--- src/design/flb_params.svh ---
// Constants of the flash LED register bank: offsets, fields, defaults, timing.
// Assumes inclusion by bare name from the package and the register bank module.
`ifndef FLB_PARAMS_SVH
`define FLB_PARAMS_SVH

`define FLB_I2C_ADDR 7'h33
`define FLB_PTR_W 3
`define FLB_REG_VIDEO 3'h0
`define FLB_REG_MODE 3'h1
`define FLB_REG_MODE_COPY 3'h2
`define FLB_RST_VIDEO 8'h0A
`define FLB_RST_MODE 2'h0
`define FLB_RST_FLASH2 6'h10
`define FLB_SOFT_RESET_BIT 7
`define FLB_FREE_BIT 6
`define FLB_CH13_MSB 5
`define FLB_CH13_LSB 3
`define FLB_CH2_MSB 2
`define FLB_CH2_LSB 0
`define FLB_MODE_MSB 7
`define FLB_MODE_LSB 6
`define FLB_FC2_MSB 5
`define FLB_FC2_LSB 0
`define FLB_STEP_MA 11'h019
`define FLB_BOOST_LO_CODE 3'h6
`define FLB_BOOST_HI_CODE 3'h7
`define FLB_BOOST_LO_MA 9'h0E1
`define FLB_BOOST_HI_MA 9'h145
`define FLB_CLK_KHZ 50000
`define FLB_SAFETY_MS 13000
`define FLB_SAFETY_CYCLES (`FLB_SAFETY_MS * `FLB_CLK_KHZ)

`endif

--- src/design/flb_pkg.sv ---
// Types shared by the flash LED register bank modules.
// Assumes the constants header sits beside it.
`include "flb_params.svh"

package flb_pkg;

  typedef enum logic [1:0] {
    FLB_MODE_OFF = 2'h0,
    FLB_MODE_VIDEO = 2'h1,
    FLB_MODE_FLASH = 2'h2,
    FLB_MODE_VSRC = 2'h3
  } flb_mode_t;

  typedef enum logic [3:0] {
    FLB_IDLE = 4'h0,
    FLB_ADDR = 4'h1,
    FLB_ADDR_ACK = 4'h2,
    FLB_PTR = 4'h3,
    FLB_PTR_ACK = 4'h4,
    FLB_WDATA = 4'h5,
    FLB_WACK = 4'h6,
    FLB_RDATA = 4'h7,
    FLB_RACK = 4'h8
  } flb_state_t;

  typedef struct packed {
    logic scl_rise;
    logic scl_fall;
    logic start;
    logic stop;
  } flb_bus_ev_t;

  typedef struct packed {
    flb_mode_t mode;
    logic [8:0] video_ch13_ma;
    logic [8:0] video_ch2_ma;
    logic [10:0] flash_ch2_ma;
    logic leds_off;
    logic volt_reg;
    logic [3:0] vout_code;
  } flb_drive_t;

endpackage

--- src/design/flb_bus_edges.sv ---
// Edge and condition detector for the serial clock and data pins.
// Assumes both pins are already synchronous to clk.
`timescale 1ns/1ps
`default_nettype none

module flb_bus_edges (
  input wire logic clk,
  input wire logic rst,
  input wire logic scl_in,
  input wire logic sda_in,
  output var flb_pkg::flb_bus_ev_t ev
);

  logic scl_reg;
  logic sda_reg;

  // Idle bus is high, so reset to high to avoid a false edge after release
  always_ff @(posedge clk) begin
    if (rst) begin
      scl_reg <= 1'b1;
      sda_reg <= 1'b1;
    end else begin
      scl_reg <= scl_in;
      sda_reg <= sda_in;
    end
  end

  assign ev.scl_rise = ~scl_reg & scl_in;
  assign ev.scl_fall = scl_reg & ~scl_in;
  assign ev.start = scl_reg & scl_in & sda_reg & ~sda_in;
  assign ev.stop = scl_reg & scl_in & ~sda_reg & sda_in;

endmodule // flb_bus_edges

`default_nettype wire

--- src/design/flb_register_bank.sv ---
// Host register bank of a flash and video LED driver, reached as a serial bus slave.
// Assumes pins synchronous to clk; the master never stretches or drives SDA during our ack.
// Contract
// (RQ1) Address byte first after start, checked first
// (RQ2) Pointer byte; low three bits pick register
// (RQ3) Soft reset bit restores all register defaults
// (RQ4) Channel 1/3 video current 25 mA steps
// (RQ5) Channel 2 video current 25 mA steps
// (RQ6) Channel 2 codes 6,7 boost under tx mask
// (RQ7) Both video codes zero: LEDs off, voltage mode
// (RQ8) Both flash codes zero: voltage regulation mode
// (RQ9) Mode field: off, video, flash, voltage source
// (RQ10) Video mode times out unless mode rewritten
// (RQ11) Mode write mirrored into register two
// (RQ12) Channel 2 flash current 25 mA per code
// (RQ13) Answer only fixed seven-bit address
// (RQ14) Unimplemented pointer reads return zero
// (RQ15) Ack every byte; commit after ack
// (RQ16) Hardware reset pin restores defaults, shutdown
`timescale 1ns/1ps
`default_nettype none
`include "flb_params.svh"

module flb_register_bank #(
  parameter int unsigned SAFETY_CYCLES = `FLB_SAFETY_CYCLES,
  parameter logic [6:0] DEV_ADDR = `FLB_I2C_ADDR
) (
  input wire logic clk,
  input wire logic rst_n,
  input wire logic hardware_reset_n,
  input wire logic scl_in,
  input wire logic sda_in,
  output logic sda_out,
  output logic sda_oe,
  input wire logic tx_mask,
  input wire logic [4:0] flash_current_ch13,
  input wire logic [3:0] output_voltage_setting,
  output var flb_pkg::flb_drive_t drive
);

  logic int_rst;
  flb_pkg::flb_bus_ev_t ev;
  flb_pkg::flb_state_t state_reg, state_next;
  logic [3:0] bitcnt_reg, bitcnt_next;
  logic [7:0] shift_reg, shift_next;
  logic [2:0] ptr_reg, ptr_next;
  logic rw_reg, rw_next;
  logic nack_reg, nack_next;
  logic wr_stb;
  logic [7:0] video_reg, video_next;
  flb_pkg::flb_mode_t mode_reg, mode_next;
  logic [5:0] fc2_reg, fc2_next;
  flb_pkg::flb_drive_t drive_next;
  logic addr_hit, soft_rst, mode_write, tmr_expired;
  logic [7:0] rd_data;
  logic [2:0] video_current_ch13, video_current_ch2;
  logic [5:0] flash_current_ch2;
  logic video_zero, flash_zero, byte_done;

  assign int_rst = ~rst_n | ~hardware_reset_n; // see (RQ16)

  flb_bus_edges u_edges (
    .clk(clk),
    .rst(int_rst),
    .scl_in(scl_in),
    .sda_in(sda_in),
    .ev(ev)
  );

  assign addr_hit = (shift_reg[7:1] == DEV_ADDR); // see (RQ13)
  assign byte_done = ev.scl_fall && (bitcnt_reg == 4'h8);

  // Bits are counted on SCL rises so the fall right after a start is not a bit
  always_comb begin
    state_next = state_reg;
    bitcnt_next = bitcnt_reg;
    shift_next = shift_reg;
    ptr_next = ptr_reg;
    rw_next = rw_reg;
    nack_next = nack_reg;
    wr_stb = 1'b0;
    if (ev.stop) begin
      state_next = flb_pkg::FLB_IDLE;
    end else if (ev.start) begin
      state_next = flb_pkg::FLB_ADDR; // see (RQ1)
      bitcnt_next = 4'h0;
    end else begin
      case (state_reg)
        flb_pkg::FLB_ADDR, flb_pkg::FLB_PTR, flb_pkg::FLB_WDATA: begin
          if (ev.scl_rise) begin
            shift_next = {shift_reg[6:0], sda_in};
            bitcnt_next = bitcnt_reg + 4'h1;
          end else if (byte_done) begin
            bitcnt_next = 4'h0;
            case (state_reg)
              flb_pkg::FLB_ADDR: begin
                state_next = addr_hit ? flb_pkg::FLB_ADDR_ACK : flb_pkg::FLB_IDLE; // see (RQ1)
                rw_next = shift_reg[0];
              end
              flb_pkg::FLB_PTR: begin
                state_next = flb_pkg::FLB_PTR_ACK;
                ptr_next = shift_reg[2:0]; // see (RQ2)
              end
              default: begin
                state_next = flb_pkg::FLB_WACK;
              end
            endcase
          end
        end
        flb_pkg::FLB_ADDR_ACK: begin
          if (ev.scl_fall) begin
            state_next = rw_reg ? flb_pkg::FLB_RDATA : flb_pkg::FLB_PTR;
            shift_next = rd_data;
          end
        end
        flb_pkg::FLB_PTR_ACK: begin
          if (ev.scl_fall) begin
            state_next = flb_pkg::FLB_WDATA;
          end
        end
        flb_pkg::FLB_WACK: begin
          if (ev.scl_fall) begin
            wr_stb = 1'b1; // see (RQ15)
            ptr_next = ptr_reg + 3'h1;
            state_next = flb_pkg::FLB_WDATA;
          end
        end
        flb_pkg::FLB_RDATA: begin
          if (ev.scl_rise) begin
            bitcnt_next = bitcnt_reg + 4'h1;
          end else if (byte_done) begin
            bitcnt_next = 4'h0;
            ptr_next = ptr_reg + 3'h1;
            state_next = flb_pkg::FLB_RACK;
          end else if (ev.scl_fall) begin
            shift_next = {shift_reg[6:0], 1'b0};
          end
        end
        flb_pkg::FLB_RACK: begin
          if (ev.scl_rise) begin
            nack_next = sda_in;
          end else if (ev.scl_fall) begin
            state_next = nack_reg ? flb_pkg::FLB_IDLE : flb_pkg::FLB_RDATA;
            shift_next = rd_data;
          end
        end
        default: begin
          state_next = flb_pkg::FLB_IDLE;
        end
      endcase
    end
  end

  always_ff @(posedge clk) begin
    if (int_rst) begin
      state_reg <= flb_pkg::FLB_IDLE; // see (RQ16)
      bitcnt_reg <= 4'h0;
      shift_reg <= 8'h00;
      ptr_reg <= 3'h0;
      rw_reg <= 1'b0;
      nack_reg <= 1'b1;
    end else begin
      state_reg <= state_next;
      bitcnt_reg <= bitcnt_next;
      shift_reg <= shift_next;
      ptr_reg <= ptr_next;
      rw_reg <= rw_next;
      nack_reg <= nack_next;
    end
  end

  // Open drain: only ever pull low, during acks and zero data bits
  assign sda_out = 1'b0;
  assign sda_oe = (state_reg == flb_pkg::FLB_ADDR_ACK) || (state_reg == flb_pkg::FLB_PTR_ACK)
    || (state_reg == flb_pkg::FLB_WACK) // see (RQ15)
    || ((state_reg == flb_pkg::FLB_RDATA) && !shift_reg[7]);

  // Register two holds only the mirrored mode field here
  assign rd_data = (ptr_reg == `FLB_REG_VIDEO) ? video_reg
    : (ptr_reg == `FLB_REG_MODE) ? {mode_reg, fc2_reg}
    : (ptr_reg == `FLB_REG_MODE_COPY) ? {mode_reg, 6'h00}
    : 8'h00; // see (RQ14)

  assign soft_rst = wr_stb && (ptr_reg == `FLB_REG_VIDEO) && shift_reg[`FLB_SOFT_RESET_BIT]; // see (RQ3)
  assign mode_write = wr_stb && ((ptr_reg == `FLB_REG_MODE) || (ptr_reg == `FLB_REG_MODE_COPY));

  // Reset bit is self clearing, so it always reads back zero
  assign video_next = soft_rst ? `FLB_RST_VIDEO
    : (wr_stb && ptr_reg == `FLB_REG_VIDEO) ? {1'b0, shift_reg[6:0]} : video_reg;
  // One mode register serves both copies, so they can never disagree
  assign mode_next = soft_rst ? flb_pkg::flb_mode_t'(`FLB_RST_MODE)
    : mode_write ? flb_pkg::flb_mode_t'(shift_reg[`FLB_MODE_MSB:`FLB_MODE_LSB]) // see (RQ11)
    : tmr_expired ? flb_pkg::FLB_MODE_OFF : mode_reg; // see (RQ10)
  assign fc2_next = soft_rst ? `FLB_RST_FLASH2
    : (wr_stb && ptr_reg == `FLB_REG_MODE) ? shift_reg[`FLB_FC2_MSB:`FLB_FC2_LSB] : fc2_reg;

  always_ff @(posedge clk) begin
    if (int_rst) begin
      video_reg <= `FLB_RST_VIDEO; // see (RQ16)
      mode_reg <= flb_pkg::flb_mode_t'(`FLB_RST_MODE);
      fc2_reg <= `FLB_RST_FLASH2;
    end else begin
      video_reg <= video_next;
      mode_reg <= mode_next;
      fc2_reg <= fc2_next;
    end
  end

  flb_safety_timer #(
    .CYCLES(SAFETY_CYCLES)
  ) u_timer (
    .clk(clk),
    .rst(int_rst),
    .run(mode_reg == flb_pkg::FLB_MODE_VIDEO), // see (RQ10)
    .restart(mode_write),
    .expired(tmr_expired)
  );

  assign video_current_ch13 = video_reg[`FLB_CH13_MSB:`FLB_CH13_LSB];
  assign video_current_ch2 = video_reg[`FLB_CH2_MSB:`FLB_CH2_LSB];
  assign flash_current_ch2 = fc2_reg;
  assign video_zero = (video_current_ch13 == 3'h0) && (video_current_ch2 == 3'h0);
  assign flash_zero = (flash_current_ch13 == 5'h00) && (flash_current_ch2 == 6'h00);

  assign drive_next.mode = mode_reg; // see (RQ9)
  assign drive_next.video_ch13_ma = 9'(11'(video_current_ch13) * `FLB_STEP_MA); // see (RQ4)
  assign drive_next.video_ch2_ma =
    (tx_mask && video_current_ch2 == `FLB_BOOST_HI_CODE) ? `FLB_BOOST_HI_MA // see (RQ6)
    : (tx_mask && video_current_ch2 == `FLB_BOOST_LO_CODE) ? `FLB_BOOST_LO_MA
    : 9'(11'(video_current_ch2) * `FLB_STEP_MA); // see (RQ5)
  assign drive_next.flash_ch2_ma = 11'(flash_current_ch2) * `FLB_STEP_MA; // see (RQ12)
  assign drive_next.leds_off = (mode_reg == flb_pkg::FLB_MODE_OFF)
    || (mode_reg == flb_pkg::FLB_MODE_VSRC)
    || ((mode_reg == flb_pkg::FLB_MODE_VIDEO) && video_zero) // see (RQ7)
    || ((mode_reg == flb_pkg::FLB_MODE_FLASH) && flash_zero); // see (RQ8)
  assign drive_next.volt_reg = (mode_reg == flb_pkg::FLB_MODE_VSRC)
    || ((mode_reg == flb_pkg::FLB_MODE_VIDEO) && video_zero) // see (RQ7)
    || ((mode_reg == flb_pkg::FLB_MODE_FLASH) && flash_zero); // see (RQ8)
  assign drive_next.vout_code = output_voltage_setting;

  always_ff @(posedge clk) begin
    if (int_rst) begin
      drive <= '0;
    end else begin
      drive <= drive_next;
    end
  end
endmodule // flb_register_bank

`default_nettype wire

--- src/design/flb_safety_timer.sv ---
// Video light safety timer: pulses for one clock after every CYCLES clocks left running.
// Assumes restart comes from every write of the mode field.
`timescale 1ns/1ps
`default_nettype none

module flb_safety_timer #(
  parameter int unsigned CYCLES = 32'd650000000
) (
  input wire logic clk,
  input wire logic rst,
  input wire logic run,
  input wire logic restart,
  output logic expired
);

  localparam int unsigned CW = $clog2(CYCLES + 1);

  generate
    if (CYCLES < 2) begin : g_bad
      $error("flb_safety_timer: CYCLES must be at least 2");
    end
  endgenerate

  logic [CW-1:0] cnt_reg;
  logic hit;

  assign hit = (cnt_reg == CW'(CYCLES - 1));

  always_ff @(posedge clk) begin
    if (rst || restart || !run) begin
      cnt_reg <= '0;
      expired <= 1'b0;
    end else begin
      cnt_reg <= hit ? '0 : cnt_reg + CW'(1);
      expired <= hit;
    end
  end

endmodule // flb_safety_timer

`default_nettype wire

--- config.mk ---
export PLATFORM = sky130hd
export DESIGN_NAME = flb_register_bank
export DESIGN_NICKNAME = d
export VERILOG_FILES = /design/src/design/flb_pkg.sv /design/src/design/flb_bus_edges.sv /design/src/design/flb_register_bank.sv /design/src/design/flb_safety_timer.sv
export VERILOG_INCLUDE_DIRS = /design/src /design/src/design
export SDC_FILE = /design/constraint.sdc
export NUM_CORES = 1
export LEC_CHECK = 0
export BUFFER_PORTS_ARGS = -buffer_cell sky130_fd_sc_hd__buf_2
export CORE_MARGIN = 2
export CORE_UTILIZATION = 50
export DETAILED_ROUTE_END_ITERATION = 12
export PLACE_DENSITY = 0.78
export SLEW_MARGIN = 20
export SYNTH_ARGS = -nofsm -noshare
export SYNTH_HDL_FRONTEND = slang
export SYNTH_SLANG_ARGS = --single-unit
--- constraint.sdc ---
create_clock -name clk -period 3.48 [get_ports clk]
set_input_delay 0.522 -clock clk [delete_from_list [all_inputs] [get_ports clk]]
set_output_delay 0.522 -clock clk [all_outputs]
set_load 0.05 [all_outputs]
# Word level (Yosys, flattened, before mapping)
# Cells that the tools add are included.
[word_totals] regBits=106 in_bits=15 out_inout_bits=39 wordCells=181
[classes] n_addsub=3 mul=3 n_eq_ne=39 mux=43 bitwise=17 reduce_logical=52
[op_table] cell="2-to-1 mux 8 bit" count=10
[op_table] cell="2-to-1 mux 4 bit" count=12
[op_table] cell="case mux 8 bit (4 select lines)" count=1
[op_table] cell="adder 30 x 1 -> 30 bit (second input constant)" count=1
[op_table] cell="== test 30 bit (second input constant)" count=1
[op_table] cell="2-to-1 mux 3 bit" count=8
[op_table] cell="!= test 2 bit (second input constant)" count=12
[op_table] cell="AND reduction 8 bit" count=3
[op_table] cell="!= test 3 bit (second input constant)" count=7
[op_table] cell="case mux 4 bit (5 select lines)" count=1
[op_table] cell="== test 4 x 3 -> 1 bit (second input constant)" count=4
[op_table] cell="multiplier 3 x 5 -> 8 bit (second input constant)" count=2
[op_table] cell="logical AND 1 bit" count=12
[op_table] cell="logical OR 1 bit" count=11
[op_table] cell="multiplier 6 x 5 -> 11 bit (second input constant)" count=1
[op_table] cell="OR reduction 2 bit" count=5
[op_table] cell="logical NOT 3 bit" count=3
[op_table] cell="2-to-1 mux 9 bit" count=1
[op_table] cell="inverter 1 bit" count=9
[op_table] cell="case mux 3 bit (3 select lines)" count=1
[op_table] cell="AND reduction 9 bit" count=1
[op_table] cell="OR reduction 3 bit" count=3
[op_table] cell="== test 4 x 2 -> 1 bit (second input constant)" count=2
[op_table] cell="== test 4 bit (second input constant)" count=2
[op_table] cell="other kinds (27)" count=44

# Logic depth before layout (Yosys ltp)
# Gate-level depths: netlist of run 1.
[depth] depth_word=10 depth_mapped=11 depth_no_buf=11

# Cells and area by module
# A second synthesis of run 1 with hierarchy kept.
[unflattened] cells_unflattened=624 hier_area_um2=5684.2
[by_module_without_submodules] module="flb_register_bank" instances=1 cells_per_inst=440 area_each_um2=3996.3 seq_area_each_um2=1421.4
[by_module_without_submodules] module="flb_safety_timer" instances=1 cells_per_inst=176 area_each_um2=1602.8 seq_area_each_um2=620.6
[by_module_without_submodules] module="flb_bus_edges" instances=1 cells_per_inst=8 area_each_um2=85.1 seq_area_each_um2=40.0

# Least setup slack after synthesis of run 1
# OpenSTA, ideal clock, no wires.
[synth_path] kind="reg2reg" start="register fc2_reg[1]" end="register drive[16] (netlist name)" setup_time_ns=0.125 arrival_time_ns=2.300 t_required_ns=3.355 path_slack_ns=1.055 stages_incl_launch_ff=11 path_buffers=0 period_less_slack_ns=2.425 cell_sequence="dfxtp_1 ha_1 ha_1 ha_1 inv_1 fa_1 nor2b_1 o21ai_0 a21oi_1 nor3_1 nand3b_1"
[synth_via] elab_chain_cells=1
[synth_rtl] element="from (decl)" line="flb_register_bank.sv:52" source="logic [5:0] fc2_reg, fc2_next;"
[synth_rtl] element="from (signal assigned)" line="flb_register_bank.sv:201" source="fc2_reg <= `FLB_RST_FLASH2;"
[synth_rtl] element="from (signal assigned)" line="flb_register_bank.sv:205" source="fc2_reg <= fc2_next;"
[synth_rtl] element="multiplier 6 x 5 -> 11 bit (no line)"
[synth_rtl] element="to (signal assigned)" line="flb_register_bank.sv:245" source="drive <= drive_next;"
[synth_rtl] element="to (decl)" line="flb_register_bank.sv:38" source="output var flb_pkg::flb_drive_t drive"
# No other way between the ends.
# A chain may end at the register's enable or synchronous reset.

# Final worst setup path of run 1
[layout_path] start="register fc2_reg[2]" end="register drive[16] (netlist name)"
# The elaborated chain is that of the path after synthesis.

==> results_dict.tcl, run 1 <==
set metrics [dict create \
    clk_root_buffer_cell "clkbuf_8" \
    ys_ff_latch 104 \
    die_y_um 107 \
    clk_latency_ns 0.38 \
    cts_resized 0 \
    sw_frac_of_total_pct 26.8 \
    finalWirelength_mm 11.3 \
    finalClockSkew_ns 0.0151 \
    grt_pass1_vias 4164 \
    ys.flop_type "dfxtp_1" \
    antenna_found_initial 0 \
    synth-edff-count 0 \
    gp_congestion 0.904 \
    syn-instance-count 606 \
    yosysWarnings 0 \
    nets 708 \
    io_pins 54 \
    power.internal_mw 1.52 \
    grt_overflow 0 \
    dr.pass1.iters 5 \
    largest_register_ffs 35 \
    period_share_pct 76.8 \
    period_needed_ns 2.67 \
    clock_sinks 104 \
    combinationalPowerShare_pct 6.7 \
    drc 0 \
    hold_viol_final 0 \
    maxSlewHeadroom_pct 35.5 \
    cpPeakStageDelay_ns 0.43 \
    wl_per_cell_um 14.3 \
    die_area_um2 11400 \
    finalMaxSlewViolations 0 \
    peakVddDrop_mv 0.159 \
    tns_ns 0 \
    area_growth_pct 9.47 \
    critPathArrivalTime_ns 2.94 \
    fmax_mhz 374 \
    crit_chain "ha_1 -> ha_1 -> ha_1 -> inv_1 -> fa_1 -> nor2b_1 -> o21ai_0 -> a21oi_1 -> nor3_1 -> nand3b_1" \
    syn-cell-area_um2 5270 \
    max_cap_viol_count 0 \
    die_x_um 107 \
    post-route-cell-area_um2 5770 \
    clkTransAtPathRegs_ns 0.11 \
    cts_tree "yes" \
    routed_via_density 5.60 \
    post-cts-setup-buffers 0 \
    num_rows 37 \
    outcome "completed" \
    syn_avg_cell_area_um2 8.70 \
    cp_common_cell "ha_1" \
    synth_async_sr_flop_share_pct 0 \
    synth_common_cells "dfxtp_1 (104), nor2_1 (82), ha_1 (48), nand2_1 (39), nor3_1 (34)" \
    postCtsHoldBufs 0 \
    ys_top_cells_by_area "dfxtp_1 (39%), ha_1 (11%), nor2_1 (5.8%)" \
    crit_type "flop to flop" \
    worst_pin_slew_ns 0.968 \
    drt-initial-drc-count 358 \
    fin_ws_ns 0.809 \
    path_max_fanout 5 \
    setup_viol 0 \
    seqPwrFrac_pct 58.5 \
    grt_max_degree 27 \
    place_hpwl_mm 8.20 \
    grt_pass1_wl_mm 19.1 \
    clk_path_buf_depth 2 \
    synth_cell_types 61 \
    p_clk_share_pct 34.8 \
    worst_hold_path_type "input pin to flop" \
    core_um2 10300 \
    critical_path.slowest_cell "fa_1" \
    dpl-instance-area_um2 5590 \
    power.switching_uw 557 \
    numCtsBuffers 9 \
    synth_top_area_share_pct 39.5 \
    initial_core_util_pct 51.3 \
    seq_area_frac_synth_pct 39.5 \
    via_count 4397 \
    drive_gt1_share_pct 12.5 \
    rsz0062_at_grt "no" \
    cp-end-kind "flop" \
    antenna_left 0 \
    portBuffers 51 \
    power.leakage_nw 2.42 \
    pre_cts_slack_ns 0.862 \
    synth_most_common_cell "dfxtp_1" \
    cts_max_level 3 \
    track_usage_pct 20.5 \
    power_density_nw_per_um2 360 \
    setup.worst_path.start_class "flop" \
    required_ns 3.74 \
    post-synth-top-area-cell "dfxtp_1" \
    n_antenna_cell 0 \
    finalPower_mw 2.08 \
    hold_slack_ns 0.381 \
]
## kinds of logic after synthesis
group / after synthesis / synth area share (%)
AOI/OAI and AO/OA: 88 / 10.9
DFF: 104 / 39.5
xor gates and xnor gates: 31 / 5.15
other: 1 / 0.0711
buffers and inverters: 61 / 5.05
adders and majority gates: 49 / 11.8
and+or+nand+nor: 254 / 24.2
muxes: 18 / 3.44
## power by group through the flow
stage               logic [mW]  clock network (mW)  registers, mW
detailed placement       0.138                   0           1.24
CTS                      0.138               0.735           1.21
finish                   0.140               0.723           1.21
global placement         0.136                   0           1.24
floorplan               0.0798                   0           1.26
global route             0.151               0.775           1.22
## layout make-up
cell class,count,area [um2]
Clock inverter,7,62.6
Fill cell,918,4500
Clock buffer,9,124
Inverter,32,120
Sequential cell,104,2080
Timing Repair Buffer,55,285
Multi-Input combinational cell,442,2930
Tap cell,136,170
## final timing paths
kind | slack [ns] | start | cells after the start | end
worst max register to register | 0.81 | fc2_reg[2] | 10 | drive[16]
worst min register to register | 0.45 | u_timer.cnt_reg[0] | 1 | u_timer.cnt_reg[0]
worst max-delay path | 0.81 | fc2_reg[2] | 10 | drive[16]
worst min-delay path | 0.38 | output_voltage_setting[1] | 2 | drive[1]
## critical path: cells and delay by family, from the launching register on
kind                     cells  cell delay (ns)
adder cells (fa/ha/maj)      4             1.30
AO/OA/AOI/OAI                2             0.38
flip-flops                   1             0.42
buffers and inverters        1             0.06
AND/OR/NAND/NOR              3             0.39
## stage by stage
step,util [%],cells
6_report,56.2,785
5_1_grt,56.2,785
4_1_cts,56.2,785
3_5_place_dp,54.4,769
3_3_place_gp,54.4,769
2_1_floorplan,-,607
## cells in the final DEF (no fill, tap or decap), drive strengths merged, types with 4 or more instances in the layout
| cell | n |
|---|---|
| nand3b | 4 |
| ha | 48 |
| o21ai | 19 |
| or2 | 4 |
| inv | 36 |
| nand2b | 7 |
| clkbuf | 9 |
| xor2 | 8 |
| nor4 | 11 |
| a21oi | 28 |
| nand3 | 16 |
| buf | 55 |
| dfxtp | 104 |
| nor2 | 82 |
| nor3 | 34 |
| mux2i | 17 |
| a31oi | 5 |
| and3 | 20 |
| nor2b | 5 |
| nand2 | 40 |
| and4 | 4 |
| nand4 | 8 |
| xnor2 | 23 |
| a21o | 4 |
| a22o | 6 |
## layer usage
metal | global-route usage [%] | up-vias | share of wire (%)
li1 | - | 2190 | -
met3 | 2.92 | 18 | 5.1
met2 | 34.8 | 139 | 47
met1 | 26.1 | 2050 | 46
met5 | 0 | - | 0
met4 | 8.63 | 0 | 2.1
Note: power is estimated with default switching activity, not from simulation.
==> run 2: changes to the inputs <==
--- a/config.mk
+++ b/config.mk
@@ -6,6 +6,7 @@
 export SDC_FILE = /design/constraint.sdc
 export NUM_CORES = 1
 export LEC_CHECK = 0
+export ABC_AREA = 1
 export BUFFER_PORTS_ARGS = -buffer_cell sky130_fd_sc_hd__buf_2
 export CORE_MARGIN = 2
 export CORE_UTILIZATION = 50
==> constraint.sdc (replaced) <==
create_clock -name clk -period 2.7 [get_ports clk]
set_input_delay 0.405 -clock clk [delete_from_list [all_inputs] [get_ports clk]]
set_output_delay 0.405 -clock clk [all_outputs]
set_load 0.05 [all_outputs]
==> run 2 against run 1 <==
Compared with the run above:
- synthesized cell count is 32% higher
- clock-buffer cell count is 2 higher
- sequential power is 30% higher
- power is 33% higher
- via count is 16% higher
- synthesized area is 6.7% higher
- cell area is 7.5% higher
- non-clock buffer count is 2 higher
- worst setup slack worse by 0.64 ns
==> results_dict.tcl, run 2 <==
set metrics [dict create \
    core_um2 10900 \
    die_area_um2 12100 \
    final_common_cell "nand2_1" \
    ys_ff_latch 104 \
    synth_most_common_cell "nand2_1" \
    required_ns 3.01 \
    drt-initial-drc-count 380 \
    finalPower_mw 2.76 \
    grt_pass1_vias 4758 \
    via_count 5086 \
    pre_cts_slack_ns 0.191 \
    yosysWarnings 0 \
    wl_per_cell_um 12.9 \
    final_cells 997 \
    ys_top_cells_by_area "dfxtp_1 (37%), nand2_1 (13%), ha_1 (11%)" \
    rrSetupSlack_ns 0.17 \
    finalWirelength_mm 12.9 \
    critPathArrivalTime_ns 2.84 \
    period_needed_ns 2.53 \
    post-cts-setup-buffers 0 \
    cp-end-kind "flop" \
    fmax_mhz 396 \
    numCtsBuffers 9 \
    grt_max_degree 32 \
    dpl-instance-area_um2 6000 \
    fin_ws_ns 0.173 \
    cts_tree "yes" \
    hold_slack_ns 0.229 \
    post-synth-top-area-cell "dfxtp_1" \
    num_rows 38 \
    fin_util_pct 57.0 \
    regToRegStartpoint "fc2_reg[3]" \
    finalClockSkew_ns 0.00897 \
    grt_pass1_wl_mm 21.8 \
    hold_viol_final 0 \
    ys.flop_type "dfxtp_1" \
    setup_viol 0 \
    synth_common_cells "nand2_1 (197), nor2_1 (125), dfxtp_1 (104), inv_1 (91), a21oi_1 (57)" \
    die_y_um 110 \
    final_cell_mix "nand2_1 (197), nor2_1 (125), dfxtp_1 (103)" \
    seq_area_frac_synth_pct 37.0 \
    track_usage_pct 22.7 \
    clk_path_buf_depth 2 \
    syn_avg_cell_area_um2 7.04 \
    finalMaxSlewViolations 0 \
    path_max_fanout 6 \
    clkTransAtPathRegs_ns 0.11 \
    clk_root_buffer_cell "clkbuf_8" \
    synth-edff-count 0 \
    outcome "completed" \
    cts_max_level 3 \
    n_antenna_cell 0 \
    synth_async_sr_flop_share_pct 0 \
    drive_gt1_share_pct 12.8 \
    period_share_pct 93.6 \
    antenna_left 0 \
    dr.pass1.iters 6 \
    area_growth_pct 10.3 \
    initial_core_util_pct 51.7 \
    peakVddDrop_mv 0.316 \
    syn-instance-count 799 \
    rsz0062_at_grt "no" \
    clk_latency_ns 0.37 \
    grt_overflow 0 \
    routed_via_density 5.10 \
    worst_hold_path.num_cells 3 \
    syn-cell-area_um2 5630 \
    clock_sinks 104 \
    gp_congestion 0.966 \
    antenna_found_initial 0 \
    synth_top_area_share_pct 37.0 \
    worst_hold_path_type "input pin to flop" \
    maxSlewHeadroom_pct 55.2 \
    place_inst 981 \
    largest_register_ffs 35 \
    post-route-cell-area_um2 6210 \
    cp-endpoint "drive[16]" \
    nets 916 \
    place_hpwl_mm 9.78 \
    drc 0 \
    rr_endpoint "drive[16]" \
    power_density_nw_per_um2 444 \
    max_cap_viol_count 0 \
    io_pins 54 \
    tns_ns 0 \
    setup.worst_path.start_class "flop" \
    worst_pin_slew_ns 0.671 \
    synth_cell_types 40 \
    portBuffers 51 \
    crit_type "flop to flop" \
    power.leakage_nw 2.75 \
    cp-startpoint "fc2_reg[3]" \
    die_x_um 110 \
    reg2reg_depth 8 \
]
[run 2: kinds of logic after synthesis]
kind of cell / count (synthesis) / synth area share, %
buf+inv: 115 / 8.41
mux: 1 / 0.200
xor+xnor: 13 / 2.02
flops: 104 / 37.0
simple gates: 431 / 33.2
other cells: 1 / 0.0666
fa+ha+maj: 49 / 11.0
compound gates: 85 / 8.05
[run 2: critical path: stages (launching register included)]
cell      delay (ns)
dfxtp_1         0.45
ha_1            0.27
ha_1            0.30
ha_1            0.30
ha_1            0.37
a21oi_1         0.24
o211ai_1        0.13
or2_2           0.28
a21oi_1         0.12
[run 2: per-layer routing]
| metal | track usage (%) | wire length (um) | up-vias |
|---|---|---|---|
| li1 | - | - | 2638 |
| met1 | 27.6 | 5740 | 2296 |
| met2 | 39.8 | 6280 | 124 |
| met3 | 4.06 | 493 | 28 |
| met4 | 8.68 | 350 | 0 |
| met5 | 0 | 0 | - |
[run 2: worst min path at each step]
stage,from,end
after global routing,output_voltage_setting[0],drive[0]
after CTS,output_voltage_setting[0],drive[0]
after global placement,video_reg[6],video_reg[6]
after floorplan,video_reg[6],video_reg[6]
after detailed placement,video_reg[6],video_reg[6]
final,output_voltage_setting[0],drive[0]
[run 2: layout make-up]
cell class                 count  area [um2]
clock buffer                  11         151
clock inverter                 5        48.8
fill                        1009        4680
inverter                      99         372
multi-input combinational    581        3080
sequential                   104        2080
tap                          140         175
timing repair buffer          57         300
[run 2: what timing repair did]
| action | 4_1_cts | 5_1_grt |
|---|---|---|
| endpoints found under the setup margin | 0 | 1 |
| resized for setup | 0 | 1 |
| hold buffers | 0 | 0 |
[run 2: power by group]
group / switching (mW) / internal, mW / total, mW
registers: 0.0170 / 1.55 / 1.57
clock network: 0.576 / 0.404 / 0.981
logic: 0.151 / 0.0573 / 0.208
total: 0.744 / 2.01 / 2.76
==> run 3: changes to the inputs <==
--- a/config.mk
+++ b/config.mk
@@ -11,7 +11,7 @@
 export CORE_MARGIN = 2
 export CORE_UTILIZATION = 50
 export DETAILED_ROUTE_END_ITERATION = 12
-export PLACE_DENSITY = 0.78
+export PLACE_DENSITY_LB_ADDON = 0.25
 export SLEW_MARGIN = 20
 export SYNTH_ARGS = -nofsm -noshare
 export SYNTH_HDL_FRONTEND = slang
==> run 3 against run 2 <==
Compared with the run above:
- worst hold slack got worse by 0.017 ns
- worst setup slack improved by 0.011 ns
- first-iteration DRC count is 5.3% lower
- power is 0.66% lower
- maximum frequency rose by 0.42%
- highest routed layer unchanged
- largest power group unchanged
- critical path type unchanged
- critical path depth grew 3
- largest cell class unchanged
- flip-flop and latch count unchanged
- routed wire length up 7.3%
- die area unchanged
==> results_dict.tcl, run 3 (synthesis results as in run 2) <==
set metrics [dict create \
    antenna_found_initial 0 \
    finalMaxSlewViolations 0 \
    tns_ns 0 \
    die_y_um 110 \
    post-route-cell-area_um2 6170 \
    n_antenna_cell 0 \
    gp_congestion 0.954 \
    clk_path_buf_depth 2 \
    track_usage_pct 23.9 \
    required_ns 3.03 \
    num_rows 38 \
    grt_overflow 0 \
    fin_ws_ns 0.184 \
    power.leakage_nw 2.72 \
    initial_core_util_pct 51.7 \
    critical_path.slowest_cell "dfxtp_1" \
    maxSlewHeadroom_pct 59.0 \
    via_count 5109 \
    clk_root_buffer_cell "clkbuf_8" \
    antenna_left 0 \
    wl_per_cell_um 13.9 \
    largest_register_ffs 35 \
    fmax_mhz 397 \
    finalPower_mw 2.74 \
    finalWirelength_mm 13.8 \
    path_max_fanout 6 \
    num-fill-cells 1082 \
    pre_cts_slack_ns 0.168 \
    final_common_cell "nand2_1" \
    die_x_um 110 \
    grtUsageMet3_pct 5.94 \
    routed_via_density 5.14 \
    use_met2_pct 41.0 \
    setup.worst_path.start_class "flop" \
    drc 0 \
    grt_pass1_vias 4739 \
    peakVddDrop_mv 0.390 \
    crit_type "flop to flop" \
    numCtsBuffers 9 \
    io_pins 54 \
    nets 913 \
    rsz0062_at_grt "no" \
    core_um2 10900 \
    met1_usage_pct 29.2 \
    grt_pass1_wl_mm 22.5 \
    outcome "completed" \
    clock_sinks 104 \
    worst_pin_slew_ns 0.615 \
    dpl-instance-area_um2 5980 \
    area_growth_pct 9.74 \
    clk_latency_ns 0.39 \
    cp-end-kind "flop" \
    grt_max_degree 32 \
    cts_max_level 3 \
    period_needed_ns 2.52 \
    top_usage_layer "met2" \
    finalClockSkew_ns 0.00867 \
    worst_hold_path_type "input pin to flop" \
    crit_chain "inv_1 -> ha_1 -> ha_1 -> ha_1 -> ha_1 -> nand2_1 -> inv_1 -> nand4_1 -> o211ai_1 -> or2_2 -> a21oi_1" \
    cts_tree "yes" \
    power_density_nw_per_um2 444 \
    cp_common_cell "ha_1" \
    place_hpwl_mm 10.7 \
    die_area_um2 12100 \
    setup_viol 0 \
    clkTransAtPathRegs_ns 0.10 \
    portBuffers 51 \
    drt-initial-drc-count 360 \
    cpPeakStageDelay_ns 0.47 \
    drive_gt1_share_pct 12.6 \
    hold_viol_final 0 \
    period_share_pct 93.2 \
    critPathArrivalTime_ns 2.85 \
    max_cap_viol_count 0 \
    final_cell_mix "nand2_1 (197), nor2_1 (125), dfxtp_1 (102)" \
    postCtsHoldBufs 0 \
    dr.pass1.iters 5 \
]
-- run 3: worst max-delay path: cells and delay by family, from the launching register on --
family,cells,cell delay (ns)
buffers and inverters,2,0.11
AOI/OAI and AO/OA,2,0.21
and+or+nand+nor,3,0.45
adders and majority gates,4,1.22
DFF,1,0.47
-- run 3: layer usage --
metal  vias up  wire length [um]
met2       111              6850
met5         -                 0
met3        29               618
met1      2336              6050
li1       2633                 -
met4         0               285
-- run 3: what timing repair did --
action / in CTS / in global routing
endpoints found under the setup margin: 0 / 2
gates resized for setup: 0 / 3
buffers inserted: 0 / 0
-- run 3: report_power, final --
group	total [mW]	leakage, nW	switching, mW	internal, mW
registers	1.57	0.841	0.0182	1.55
clock network	0.960	0.0910	0.587	0.373
logic	0.209	1.79	0.153	0.0565
total	2.74	2.72	0.758	1.98
-- run 3: worst paths after layout --
kind | startpoint | end | slack (ns) | depth (start not counted)
setup reg to reg | fc2_reg[5] | drive[16] | 0.18 | 11
hold / removal | output_voltage_setting[3] | drive[3] | 0.21 | 3
hold reg to reg | video_reg[6] | video_reg[6] | 0.48 | 2
setup / recovery | fc2_reg[5] | drive[16] | 0.18 | 11
-- run 3: area by class of cell --
cell class	instances	area [um2]	share of cell area, %
Multi-Input combinational cell	581	3080	49.8
Sequential cell	104	2080	33.8
Inverter	99	372	6.02
Timing Repair Buffer	54	278	4.50
Tap cell	140	175	2.84
Clock buffer	10	138	2.23
Clock inverter	6	52.6	0.851
-- run 3: per-stage QoR --
step / std cells / hold WS (ns) / utilization (%)
after detailed placement: 978 / 0.466 / 54.9
after CTS: 994 / 0.189 / 56.7
after global routing: 994 / 0.181 / 56.7
final: 994 / 0.212 / 56.7
after floorplan: 800 / 0.440 / -
after global placement: 978 / 0.455 / 54.9
